[config.mk]
export PLATFORM = sky130hd
export DESIGN_NAME = tbpd_decode
export DESIGN_NICKNAME = d
export VERILOG_FILES = /design/src/rtl/tbpd_pkg.sv /design/src/rtl/tbpd_decode.sv
export SDC_FILE = /design/constraint.sdc
export NUM_CORES = 2
export LEC_CHECK = 0
export BUFFER_PORTS_ARGS = -buffer_cell sky130_fd_sc_hd__buf_2
export CORE_UTILIZATION = 62
export DETAILED_ROUTE_END_ITERATION = 16
export PLACE_DENSITY_LB_ADDON = 0.08
export SYNTH_ARGS = -nofsm -noshare
export SYNTH_HDL_FRONTEND = slang
export SYNTH_SLANG_ARGS = --single-unit
export TNS_END_PERCENT = 50
[constraint.sdc]
create_clock -name clock -period 27.3 [get_ports clock]
set_input_delay 1.365 -clock clock [delete_from_list [all_inputs] [get_ports clock]]
set_output_delay 1.365 -clock clock [all_outputs]
set_load 0.1 [all_outputs]
[src/rtl/tbpd_pkg.sv]
// Constants shared by the texture block partition decoder
package tbpd_pkg;
  // Register map, byte addresses
  localparam logic [11:0] CTRL_OFS     = 12'h000;
  localparam logic [11:0] STAT_OFS     = 12'h004;
  localparam logic [11:0] ILLCNT_OFS   = 12'h008;
  // Control field positions and reset value
  localparam int          CTRL_HDR_BIT = 0;
  localparam int          CTRL_RED_BIT = 1;
  localparam int          CTRL_SRGB_BIT = 2;
  localparam logic [2:0]  CTRL_RST     = 3'h0;
  // Constant-colour block layout
  localparam logic [8:0]  VOID_TAG     = 9'h1FC;
  localparam int          VOID_DR_BIT  = 9;
  localparam int          VOID_S_LO    = 10;
  localparam int          VOID_CRD_W   = 9;
  localparam int          VOID_RGBA_LO = 64;
  // Extent divisors applied downstream when normalising
  localparam int          EXT_DIV_2D   = (2 ** 13) - 1;
  localparam int          EXT_DIV_3D   = (2 ** 9) - 1;
  // Error colours, packed {A,B,G,R}
  localparam logic [63:0] ERR_LDR      = 64'h00FF_00FF_0000_00FF;
  localparam logic [63:0] ERR_HDR      = 64'hFFFF_FFFF_FFFF_FFFF;
  // Partition pattern constants
  localparam int          TINY_TEXELS  = 31;
  localparam int          PART_SEED_STEP = 1024;
  localparam logic [31:0] SCR_MUL      = 32'h0000_000F;
  localparam logic [3:0]  NIB_MASK     = 4'hF;
  localparam logic [2:0]  SH_SMALL     = 3'h4;
  localparam logic [2:0]  SH_MID       = 3'h5;
  localparam logic [2:0]  SH_BIG       = 3'h6;
  // Hash nibble offsets for the first eleven fields
  localparam logic [10:0][4:0] SEED_OFS = {5'd26, 5'd22, 5'd18, 5'd28,
    5'd24, 5'd20, 5'd16, 5'd12, 5'd8, 5'd4, 5'd0};
  // Encoding limits
  localparam int          MAX_IDX      = 64;
  localparam int          MAX_IDX_BITS = 96;
  localparam int          MIN_IDX_BITS = 24;
  localparam int          MAX_EP_INTS  = 18;
  localparam int          BLK_BITS     = 128;
  localparam int          CCS_W        = 2;
  // Endpoint formats allowed in the reduced profile
  localparam logic [15:0] RED_CEM_OK   = 16'h3773;
  // Endpoint value ranges, smallest first: {trit, quint, bits}
  localparam int          NUM_RANGES   = 21;
  localparam logic [20:0][5:0] RANGE_TBL = {6'h08, 6'h26, 6'h15,
    6'h07, 6'h25, 6'h14, 6'h06, 6'h24, 6'h13, 6'h05, 6'h23, 6'h12,
    6'h04, 6'h22, 6'h11, 6'h03, 6'h21, 6'h10, 6'h02, 6'h20, 6'h01};
endpackage

[src/rtl/tbpd_decode.sv]
// Partition, range, constant-colour and illegal-block decoder with APB
//
// Local design decisions: the register offsets and the APB interface to the registers.
`timescale 1ns/1ps
`default_nettype none

module tbpd_decode (
  input  wire logic         clock,
  input  wire logic         rst_b,
  input  wire logic         psel,
  input  wire logic         penable,
  input  wire logic         pwrite,
  input  wire logic [11:0]  paddr,
  input  wire logic [31:0]  pwdata,
  output logic              pready,
  output logic [31:0]       prdata,
  output logic              pslverr,
  input  wire logic         req_valid,
  input  wire logic [127:0] blk_data,
  input  wire logic [3:0]   tex_x,
  input  wire logic [3:0]   tex_y,
  input  wire logic [3:0]   tex_z,
  input  wire logic [3:0]   fp_x,
  input  wire logic [3:0]   fp_y,
  input  wire logic [3:0]   fp_z,
  input  wire logic         is_3d,
  input  wire logic [1:0]   part_cnt_m1,
  input  wire logic [9:0]   part_seed,
  input  wire logic         dual_plane,
  input  wire logic         reserved_mode,
  input  wire logic [3:0]   grid_n,
  input  wire logic [3:0]   grid_m,
  input  wire logic [3:0]   grid_q,
  input  wire logic [7:0]   idx_bits,
  input  wire logic [3:0]   extra_mode_bits,
  input  wire logic [3:0]   endpoint_pair_count,
  input  wire logic [7:0]   remaining_bits,
  input  wire logic [15:0]  endpoint_mode,
  input  wire logic [3:0]   part_hdr,
  output logic              out_valid,
  output logic [1:0]        part_idx,
  output logic [4:0]        ep_range,
  output logic              blk_illegal,
  output logic              tex_err,
  output logic [3:0]        plane1_mask,
  output logic              const_color,
  output logic              const_hdr,
  output logic [63:0]       color_out,
  output logic              unorm8_out
);
  import tbpd_pkg::*;

  logic [2:0]  ctrl_r;
  logic [15:0] illcnt_r;
  logic        hdr_op, red_prof, acc, hit;

  assign hdr_op   = ctrl_r[CTRL_HDR_BIT] & ~ctrl_r[CTRL_RED_BIT];
  assign red_prof = ctrl_r[CTRL_RED_BIT];
  assign acc      = psel & penable & ~pready;
  assign hit      = (paddr == CTRL_OFS) | (paddr == STAT_OFS)
                  | (paddr == ILLCNT_OFS);

  // APB slave: answer on the second access cycle, pready from a flop
  always_ff @(posedge clock) begin
    if (!rst_b) begin
      pready  <= 1'b0;
      prdata  <= 32'h0000_0000;
      pslverr <= 1'b0;
    end else begin
      pready  <= acc;
      pslverr <= acc & ~hit;
      prdata  <= 32'h0000_0000;
      if (acc && !pwrite) begin
        unique case (paddr)
          CTRL_OFS:   prdata <= {29'h0, ctrl_r};
          STAT_OFS:   prdata <= {21'h0, blk_illegal, tex_err,
                                 part_idx, ep_range, out_valid,
                                 const_color};
          ILLCNT_OFS: prdata <= {16'h0, illcnt_r};
          default:    prdata <= 32'h0000_0000;
        endcase
      end
    end
  end

  // Control register; write lands at the completing edge
  always_ff @(posedge clock) begin
    if (!rst_b) begin
      ctrl_r <= CTRL_RST;
    end else if (psel && penable && pready && pwrite
                 && paddr == CTRL_OFS) begin
      ctrl_r <= pwdata[2:0];
    end
  end

  // Partition selection, straight from the pattern algorithm
  function automatic logic [31:0] scramble(input logic [31:0] s);
    logic [31:0] p;
    p = s;
    p = p ^ (p * SCR_MUL);
    p = p - (p << 17);
    p = p + (p << 7);
    p = p + (p << 4);
    p = p ^ (p >> 5);
    p = p + (p << 16);
    p = p ^ (p >> 7);
    p = p ^ (p >> 3);
    p = p ^ (p << 6);
    p = p ^ (p >> 17);
    scramble = p;
  endfunction

  logic        tiny;
  logic [4:0]  px, py, pz;
  logic [31:0] rnum;
  logic [11:0][7:0] sq;
  logic [2:0]  sh1, sh2, sh3;
  logic [5:0]  sa, sb, sc, sd;
  logic [1:0]  part_nxt;

  // Small footprints sample the pattern at double spacing
  assign tiny = (32'(fp_x) * 32'(fp_y) * 32'(fp_z)) < TINY_TEXELS;
  assign px   = tiny ? {tex_x, 1'b0} : {1'b0, tex_x};
  assign py   = tiny ? {tex_y, 1'b0} : {1'b0, tex_y};
  assign pz   = tiny ? {tex_z, 1'b0} : {1'b0, tex_z};
  assign rnum = scramble(32'(part_seed)
              + 32'(part_cnt_m1) * 32'(PART_SEED_STEP));

  // Shift choice depends on seed bits 0, 1, 4 and three partitions
  always_comb begin
    logic three;
    three = (part_cnt_m1 == 2'd2);
    if (part_seed[0]) begin
      sh1 = part_seed[1] ? SH_SMALL : SH_MID;
      sh2 = three ? SH_BIG : SH_MID;
    end else begin
      sh1 = three ? SH_BIG : SH_MID;
      sh2 = part_seed[1] ? SH_SMALL : SH_MID;
    end
    sh3 = part_seed[4] ? sh1 : sh2;
  end

  // Nibble fields squared and shifted; the last wraps around bit 31
  for (genvar i = 0; i < 12; i++) begin : g_seed
    logic [3:0] nib;
    logic [7:0] sqr;
    logic [2:0] sh;
    if (i == 11) begin : g_wrap
      assign nib = (rnum[31:30] | {rnum[1:0], 2'b00}) & NIB_MASK;
    end else begin : g_ofs
      assign nib = 4'(rnum >> SEED_OFS[i]) & NIB_MASK;
    end
    assign sqr = 8'(nib) * 8'(nib);
    assign sh  = (i >= 8) ? sh3 : ((i % 2) == 0 ? sh1 : sh2);
    assign sq[i] = sqr >> sh;
  end

  // Weighted sums, the unused partitions forced to zero
  always_comb begin
    logic [31:0] a;
    logic [31:0] b;
    logic [31:0] c;
    logic [31:0] d;
    a  = 32'(sq[0]) * 32'(px) + 32'(sq[1]) * 32'(py)
       + 32'(sq[10]) * 32'(pz) + (rnum >> 14);
    b  = 32'(sq[2]) * 32'(px) + 32'(sq[3]) * 32'(py)
       + 32'(sq[11]) * 32'(pz) + (rnum >> 10);
    c  = 32'(sq[4]) * 32'(px) + 32'(sq[5]) * 32'(py)
       + 32'(sq[8]) * 32'(pz) + (rnum >> 6);
    d  = 32'(sq[6]) * 32'(px) + 32'(sq[7]) * 32'(py)
       + 32'(sq[9]) * 32'(pz) + (rnum >> 2);
    sa = a[5:0];
    sb = b[5:0];
    sc = (part_cnt_m1 < 2'd2) ? 6'h00 : c[5:0];
    sd = (part_cnt_m1 < 2'd3) ? 6'h00 : d[5:0];
  end

  // Ties resolve toward the lower partition number
  always_comb begin
    if (part_cnt_m1 == 2'd0) begin
      part_nxt = 2'd0;
    end else if (sa >= sb && sa >= sc && sa >= sd) begin
      part_nxt = 2'd0;
    end else if (sb >= sc && sb >= sd) begin
      part_nxt = 2'd1;
    end else if (sc >= sd) begin
      part_nxt = 2'd2;
    end else begin
      part_nxt = 2'd3;
    end
  end

  // Endpoint range: largest whose encoded size fits the bits left
  logic [4:0]  range_nxt;
  logic [5:0]  ep_ints;
  always_comb begin
    logic [15:0] need;
    need      = 16'h0000;
    ep_ints   = {1'b0, endpoint_pair_count, 1'b0};
    range_nxt = 5'd0;
    for (int r = 0; r < NUM_RANGES; r++) begin
      need = 16'((16'(ep_ints) * 16'd8 * 16'(RANGE_TBL[r][5]) + 16'd4)
           / 16'd5)
           + 16'((16'(ep_ints) * 16'd7 * 16'(RANGE_TBL[r][4]) + 16'd2)
           / 16'd3)
           + 16'(ep_ints) * 16'(RANGE_TBL[r][3:0]);
      if (need <= 16'(remaining_bits)) begin
        range_nxt = 5'(r);
      end
    end
  end

  // Constant-colour block fields
  logic        is_void, void_all1, void_bad;
  logic [5:0][8:0] crd;
  assign is_void = (blk_data[8:0] == VOID_TAG);
  for (genvar k = 0; k < 6; k++) begin : g_crd
    assign crd[k] = blk_data[VOID_S_LO + k * VOID_CRD_W +: VOID_CRD_W];
  end
  assign void_all1 = &crd;
  // Unsigned low/high compare; reduced profile skips the check
  assign void_bad = is_void & ~void_all1 & ~red_prof
                  & ((crd[0] >= crd[1]) | (crd[2] >= crd[3])
                  | (crd[4] >= crd[5]));

  // Illegal encodings of the normal block
  logic [12:0] num_idx;
  logic        enc_bad, ill_nxt, cem_bad, err_nxt;
  assign num_idx = (13'(grid_n) * 13'(grid_m) * 13'(grid_q)) << dual_plane;
  assign enc_bad = reserved_mode
    | (num_idx > 13'(MAX_IDX))
    | (idx_bits > 8'(MAX_IDX_BITS))
    | (idx_bits < 8'(MIN_IDX_BITS))
    | (grid_n > fp_x) | (grid_m > fp_y) | (grid_q > fp_z)
    | (ep_ints > 6'(MAX_EP_INTS))
    | (16'(remaining_bits) * 16'd5 < 16'(ep_ints) * 16'd13)
    | (dual_plane & (part_cnt_m1 == 2'd3))
    | (is_3d & (grid_q != 4'd1))
    | (red_prof & is_3d);
  assign ill_nxt = is_void ? (void_bad | (red_prof & is_3d))
                           : enc_bad;
  // Reduced profile refuses formats outside the LDR list
  assign cem_bad = red_prof
                 & ~RED_CEM_OK[endpoint_mode[4 * part_nxt +: 4]];
  // Texel error: block illegal, HDR void or HDR partition in LDR, or refused endpoint format
  assign err_nxt = ill_nxt
    | (is_void & blk_data[VOID_DR_BIT] & ~hdr_op)
    | (~is_void & ~hdr_op & part_hdr[part_nxt])
    | (~is_void & cem_bad);

  // Dual-plane selector read just below index and extra mode bits
  logic [6:0] ccs_pos;
  logic [1:0] component_plane_selector;
  assign ccs_pos = 7'(BLK_BITS - CCS_W) - 7'(idx_bits)
                 - 7'(extra_mode_bits);
  assign component_plane_selector     = blk_data[ccs_pos +: 2];

  // Result stage: every output straight from a flop
  always_ff @(posedge clock) begin
    if (!rst_b) begin
      out_valid   <= 1'b0;
      part_idx    <= 2'd0;
      ep_range    <= 5'd0;
      blk_illegal <= 1'b0;
      tex_err     <= 1'b0;
      plane1_mask <= 4'h0;
      const_color <= 1'b0;
      const_hdr   <= 1'b0;
      color_out   <= 64'h0000_0000_0000_0000;
      unorm8_out  <= 1'b0;
    end else begin
      out_valid   <= req_valid;
      if (req_valid) begin
        part_idx    <= is_void ? 2'd0 : part_nxt;
        ep_range    <= is_void ? 5'd0 : range_nxt;
        blk_illegal <= ill_nxt;
        tex_err     <= err_nxt;
        // Second index goes to one component only when dual
        plane1_mask <= (dual_plane && !is_void) ? (4'h1 << component_plane_selector)
                                                : 4'h0;
        const_color <= is_void & ~err_nxt;
        const_hdr   <= is_void & blk_data[VOID_DR_BIT];
        // Error colour wins; normal blocks leave colour to later stages
        color_out   <= err_nxt ? (hdr_op ? ERR_HDR : ERR_LDR)
                     : is_void ? blk_data[VOID_RGBA_LO +: 64]
                     : 64'h0000_0000_0000_0000;
        unorm8_out  <= red_prof & ctrl_r[CTRL_SRGB_BIT];
      end
    end
  end

  // Illegal block counter, saturating so software sees a ceiling
  always_ff @(posedge clock) begin
    if (!rst_b) begin
      illcnt_r <= 16'h0000;
    end else if (req_valid && ill_nxt && illcnt_r != 16'hFFFF) begin
      illcnt_r <= illcnt_r + 16'h0001;
    end
  end
endmodule

`default_nettype wire

After elaboration in Yosys (flattened, before gate mapping)
Memory sizes are Yosys's and may differ from the RTL's.
Index checks and enable logic that the tools add are counted.
{ "word_totals": {"out_inout_bits": 115, "in_bits": 273, "ram_bits": 0, "mem_bits_ro": 16, "memories": 1, "latchBits": 0, "regBits": 134} }
{ "classes": {"bitwise": 52, "muxes": 45, "div": 2, "shift": 16, "addsub": 33, "n_mul": 35, "n_eq_ne": 7, "n_lt_le_gt_ge": 42, "reduce_logical": 17} }
{ "mem_list": {"columns": ["name", "words", "word_bits", "read_ports", "rd_clocked_by_memory_dff", "write_ports", "line", "text"], "rows": [
  ["(name not given)", 16, 1, 1, 0, 0, "tbpd_decode.sv:244", "& ~RED_CEM_OK[endpoint_mode[4 * part_nxt +: 4]];"]
]} }
{ "ops": {"columns": ["op", "n"], "rows": [
  ["16-bit by 8-bit <= comparator with 1-bit output", 13],
  ["64-bit 2-to-1 mux", 3],
  ["128-bit by 8-bit variable part select with 2-bit output", 1],
  ["5-bit 2-to-1 mux", 23],
  ["4-bit by 4-bit multiplier with 8-bit output", 14],
  ["32-bit adder", 3],
  ["8-bit by 5-bit multiplier with 6-bit output", 12],
  ["8-bit by 3-bit >> shifter with 8-bit output", 12],
  ["6-bit adder", 12],
  ["16-bit by 7-bit adder with 16-bit output", 4],
  ["54-bit AND reduction", 1],
  ["16-bit by 8-bit adder with 16-bit output", 3],
  ["16-bit case mux with 3 select lines", 1],
  ["6-bit >= comparator", 6],
  ["16-bit by 5-bit adder with 16-bit output", 2],
  ["16-bit by 6-bit adder with 16-bit output", 2],
  ["8-bit <= comparator", 4],
  ["17-bit by 32-bit subtractor with 32-bit output", 1],
  ["32-bit by 15-bit bitwise XOR with 32-bit output", 1],
  ["32-bit by 25-bit bitwise XOR with 32-bit output", 1],
  ["32-bit by 27-bit bitwise XOR with 32-bit output", 1],
  ["32-bit by 29-bit bitwise XOR with 32-bit output", 1],
  ["32-bit bitwise XOR", 1],
  ["9-bit >= comparator", 3],
  ["other kinds (51)", 124]
]} }

Depth between registers and ports, before layout
{ "depth": {"depth_word": 33, "ltp_mapped": 98, "ltp_nobuf": 95} }

Worst setup path before layout
OpenSTA, ideal clock, no wires.
{ "synth_timing": {"kind": "input port to flip-flop", "startpoint": "input part_seed[0]", "endpoint": "register color_out[39]", "t_arrival_ns": 20.306, "slack_ns": 6.861, "n_path_buf": 3, "stages": 90, "setup_ns": 0.132, "path_cell_list": "fa_1 > inv_1 > fa_1 > fa_1 > nor2b_1 > o211ai_1 > a21boi_0 > or3_1 > and2_1 > inv_1 > ha_1 > fa_1 > a21o_1 > a21oi_1 > o21bai_1 > a21oi_1 > o21bai_1 > a21o_1 > [... 54 more ...] > xnor2_1 > xnor2_1 > xnor3_1 > xnor2_2 > xnor3_1 > xnor2_1 > xnor2_1 > ha_1 > a21oi_1 > nor3_1 > nor3_1 > mux2i_1 > a221oi_1 > nor2_1 > o21bai_1 > nor2_1 > clkbuf_1 > a21oi_1"} }
{ "synth_between": {"elab_chain_len": 32, "word_cells_on_any_way": 91} }
{ "synth_lines": {"columns": ["item", "line", "text"], "rows": [
  ["from (decl)", "tbpd_decode.sv:28", "input wire logic [9:0] part_seed,"],
  ["10-bit by 12-bit adder with 13-bit output", "tbpd_decode.sv:127", "+ 32'(part_cnt_m1) * 32'(PART_SEED_STEP));"],
  ["13-bit by 4-bit multiplier with 17-bit output", "tbpd_decode.sv:100", "p = p ^ (p * SCR_MUL);"],
  ["13-bit by 17-bit bitwise XOR with 17-bit output", "tbpd_decode.sv:100", null],
  ["17-bit by 32-bit subtractor with 32-bit output", "tbpd_decode.sv:101", "p = p - (p << 17);"],
  ["32-bit adder", "tbpd_decode.sv:102", "p = p + (p << 7);"],
  ["32-bit adder", "tbpd_decode.sv:103", "p = p + (p << 4);"],
  ["32-bit by 27-bit bitwise XOR with 32-bit output", "tbpd_decode.sv:104", "p = p ^ (p >> 5);"],
  ["32-bit adder", "tbpd_decode.sv:105", "p = p + (p << 16);"],
  ["[... 16 more ...]", null, null],
  ["16-bit by 5-bit variable part select with 4-bit output", "tbpd_decode.sv:244", null],
  ["memory 16 x 1 bit", null, null],
  ["1-bit 2-to-1 mux (implied by the code)", "tbpd_decode.sv:244", null],
  ["1-bit inverter", "tbpd_decode.sv:244", null],
  ["1-bit AND", "tbpd_decode.sv:244", null],
  ["1-bit AND", "tbpd_decode.sv:249", "| (~is_void & cem_bad);"],
  ["1-bit OR *", "tbpd_decode.sv:249", null],
  ["64-bit 2-to-1 mux *", "tbpd_decode.sv:284", "color_out <= err_nxt ? (hdr_op ? ERR_HDR : ERR_LDR)"],
  ["to (signal assigned)", "tbpd_decode.sv:284", null],
  ["to (decl)", "tbpd_decode.sv:48", "output logic [63:0] color_out,"]
]} }
Every way passes the cells marked *; elsewhere a longest branch is shown, timed or not. The select of a mux whose other input is x is not followed.
A chain may end at the register's enable or synchronous reset.

Worst setup path after layout
{ "layout_timing": {"startpoint": "input part_seed[0]", "endpoint": "register color_out[40]"} }
Same word-level chain as after synthesis.

==> results.ini <==
[synthesis]
seq_area_frac_synth = 0.0698
synth_edf_count = 0
yosysMostFrequentCell = ha_1
syn_inst = 4135
avgSynthCellArea_sq_um = 8.19
synthArstFlopShare = 0
syn-cell-area_sq_um = 33800
synth_area_leader_cell = ha_1
synth_top_cells_by_area = ha_1 21%, fa_1 11%, xnor2_1 7.6%
synth_cell_types = 106
synth_ff_type = dfxtp_1
yosys_register_bits = 118
synthDominantCellAreaShare = 0.213
netlist_top_cells_count = 576 x ha_1, 419 x inv_1, 348 x nor2_1
synth_warnings = 0

[floorplan]
rows = 85
die_h_microns = 236
coreArea_sq_um = 53900
start_util = 0.628
pin_count = 388
dieArea_sq_um = 55500
fp.dieW_microns = 236

[cts]
cts_tree = yes
cts_hold_buf = 0
root_buffer = clkbuf_16
cts.repair.resized = 0
cts_buffers = 17
cts_buffer_depth = 2
cts_setup_buffers = 0
clk_pin_slew_worst_paths_ns = 0.06
insertion_delay_ns = 0.43
cts_sinks = 118
ctsHtreeMaxLevel = 4

[drt]
dr.pass1.iters = 6
antenna_left = 0
remaining_drc_errors = 0
vias = 31600
drt-vias-per-instance = 6.14
routedWlPerCell_microns = 20.0
routed_wl_mm = 103
drtIter0Drc = 2747

[critical_path]
critPathTopFamily = compound AO/OA/AOI/OAI gates
slowest_stage = a221oi_1
worstPathRequired_ns = 27.65
crit_top_cell = a21oi_1
critical-path-max-stage-delay_ns = 0.92
crit_arrival_ns = 24.78
cp_max_fo = 41
worst_setup_path_end_kind = flop
path_buf_inv = 9
cp-start-kind = primary input
crit_type = in2reg

[place]
place.gp.congestion = 1.01
placedCellCount = 5104
port_buffers = 342
dp.final_hpwl_mm = 83.5
dp_worst_setup_slack_ns = 3.11

[cells_and_area]
drive_gt1_frac = 0.130
area_growth_pct = 9.09
fin_nets = 5455
fin_cells = 5152
nFillCells = 4695
utilization = 0.685

[timing]
hold_viol_final = 0
slew_headroom = 0.151
max_freq_ghz = 0.0409
rsz0062_at_grt = no
drv_slew = 0
worst_slew_pin_slew_ns = 1.26
post-route-min-period_ns = 24.43
setup_violations = 0
final.period_utilization = 0.895
tns_ns = 0
finalWorstSetupSlack_ns = 2.87
finClkSkew_ns = 0.00637

[job]
maxCapViolations = 0

[global_routing]
overflow = 0
grt_start_max_net_pins = 75
first_global_vias = 30500
grt_use_total = 0.366
grt_pass1_wl_mm = 164
antenna_found_initial = 18

[run_status]
status = complete, no violations

[worst_hold_path]
min_path_type = reg2reg

sequential cells by signal, summed over array words and instances, names as in the netlist:
register and cells:
tex_err 1, ep_range 5, const_hdr 1, const_color 1, blk_illegal 1, illcnt_r 16, out_valid 1, pslverr 1
part_idx 2, ctrl_r 3, plane1_mask 4, prdata 16, unorm8_out 1, pready 1, color_out 64
through the flow:
stage	hold slack, ns	cell area, sq um
2_1_floorplan	0.474	33900
3_3_place_gp	0.455	36300
3_5_place_dp	0.466	36300
4_1_cts	0.476	36900
5_1_grt	0.518	36900
6_report	0.478	36900
layer usage:
layer / share of wire / track usage / vias to the layer above
met5: 0.00063 / 0 / -
met4: 0.045 / 0.154 / 10
li1: - / - / 15100
met2: 0.46 / 0.601 / 1326
met3: 0.078 / 0.0562 / 257
met1: 0.42 / 0.479 / 14900
placed cells by master, fill, tap and decap left out, types with 43 or more instances in the layout:
master / count
a21o_1: 127
a21oi_1: 300
and2_1: 70
buf_2: 342
dfxtp_1: 118
fa_1: 178
ha_1: 575
inv_1: 419
mux4_2: 82
nand2_1: 303
nand2b_1: 70
nand3_1: 66
nand4_1: 43
nor2_1: 347
nor2b_1: 69
nor3_1: 80
o21ai_0: 212
xnor2_1: 292
xor2_1: 101
worst paths after layout:
kind                                        startpoint                          to  slack, ns  cells past startpoint
worst min-delay path            const_hdr$_SDFFE_PN0P_      const_hdr$_SDFFE_PN0P_       0.48                      2
worst max register to register  ctrl_r[1]$_SDFFE_PN0P_   illcnt_r[15]$_SDFFE_PN0P_      24.37                      8
worst min register to register  const_hdr$_SDFFE_PN0P_      const_hdr$_SDFFE_PN0P_       0.48                      2
worst max-delay path                      part_seed[0]  color_out[40]$_SDFFE_PN0P_       2.87                     91
tightest hold or removal path: stages (launching register included):
cell and delay, ns:
dfxtp_1 0.31, nand2_1 0.06, a21oi_1 0.06
cell families (layout without fill, tap and decap cells):
| logic type | after synthesis | after routing | synth area share |
|---|---|---|---|
| simple gates | 1206 | 1206 | 0.172 |
| compound gates | 936 | 936 | 0.175 |
| fa+ha+maj | 756 | 756 | 0.319 |
| buf+inv | 551 | 841 | 0.0634 |
| xor+xnor | 443 | 443 | 0.133 |
| mux | 124 | 124 | 0.0674 |
| flops | 118 | 118 | 0.0698 |
| other cells | 1 | 32 | 0.000111 |
cell type report:
cell class / instances / area (sq um) / area share
inverter: 425 / 1600 / 0.0432
antenna: 16 / 40.0 / 0.00108
clock buffer: 18 / 439 / 0.0119
multi-input combinational: 3481 / 29400 / 0.797
tap: 696 / 871 / 0.0236
clock inverter: 14 / 151 / 0.00410
timing repair buffer: 384 / 2030 / 0.0549
sequential: 118 / 2360 / 0.0640
Power is left out: the tool's default activity adds up to more than one toggle a clock period on the data nets, which glitch-free logic cannot reach.
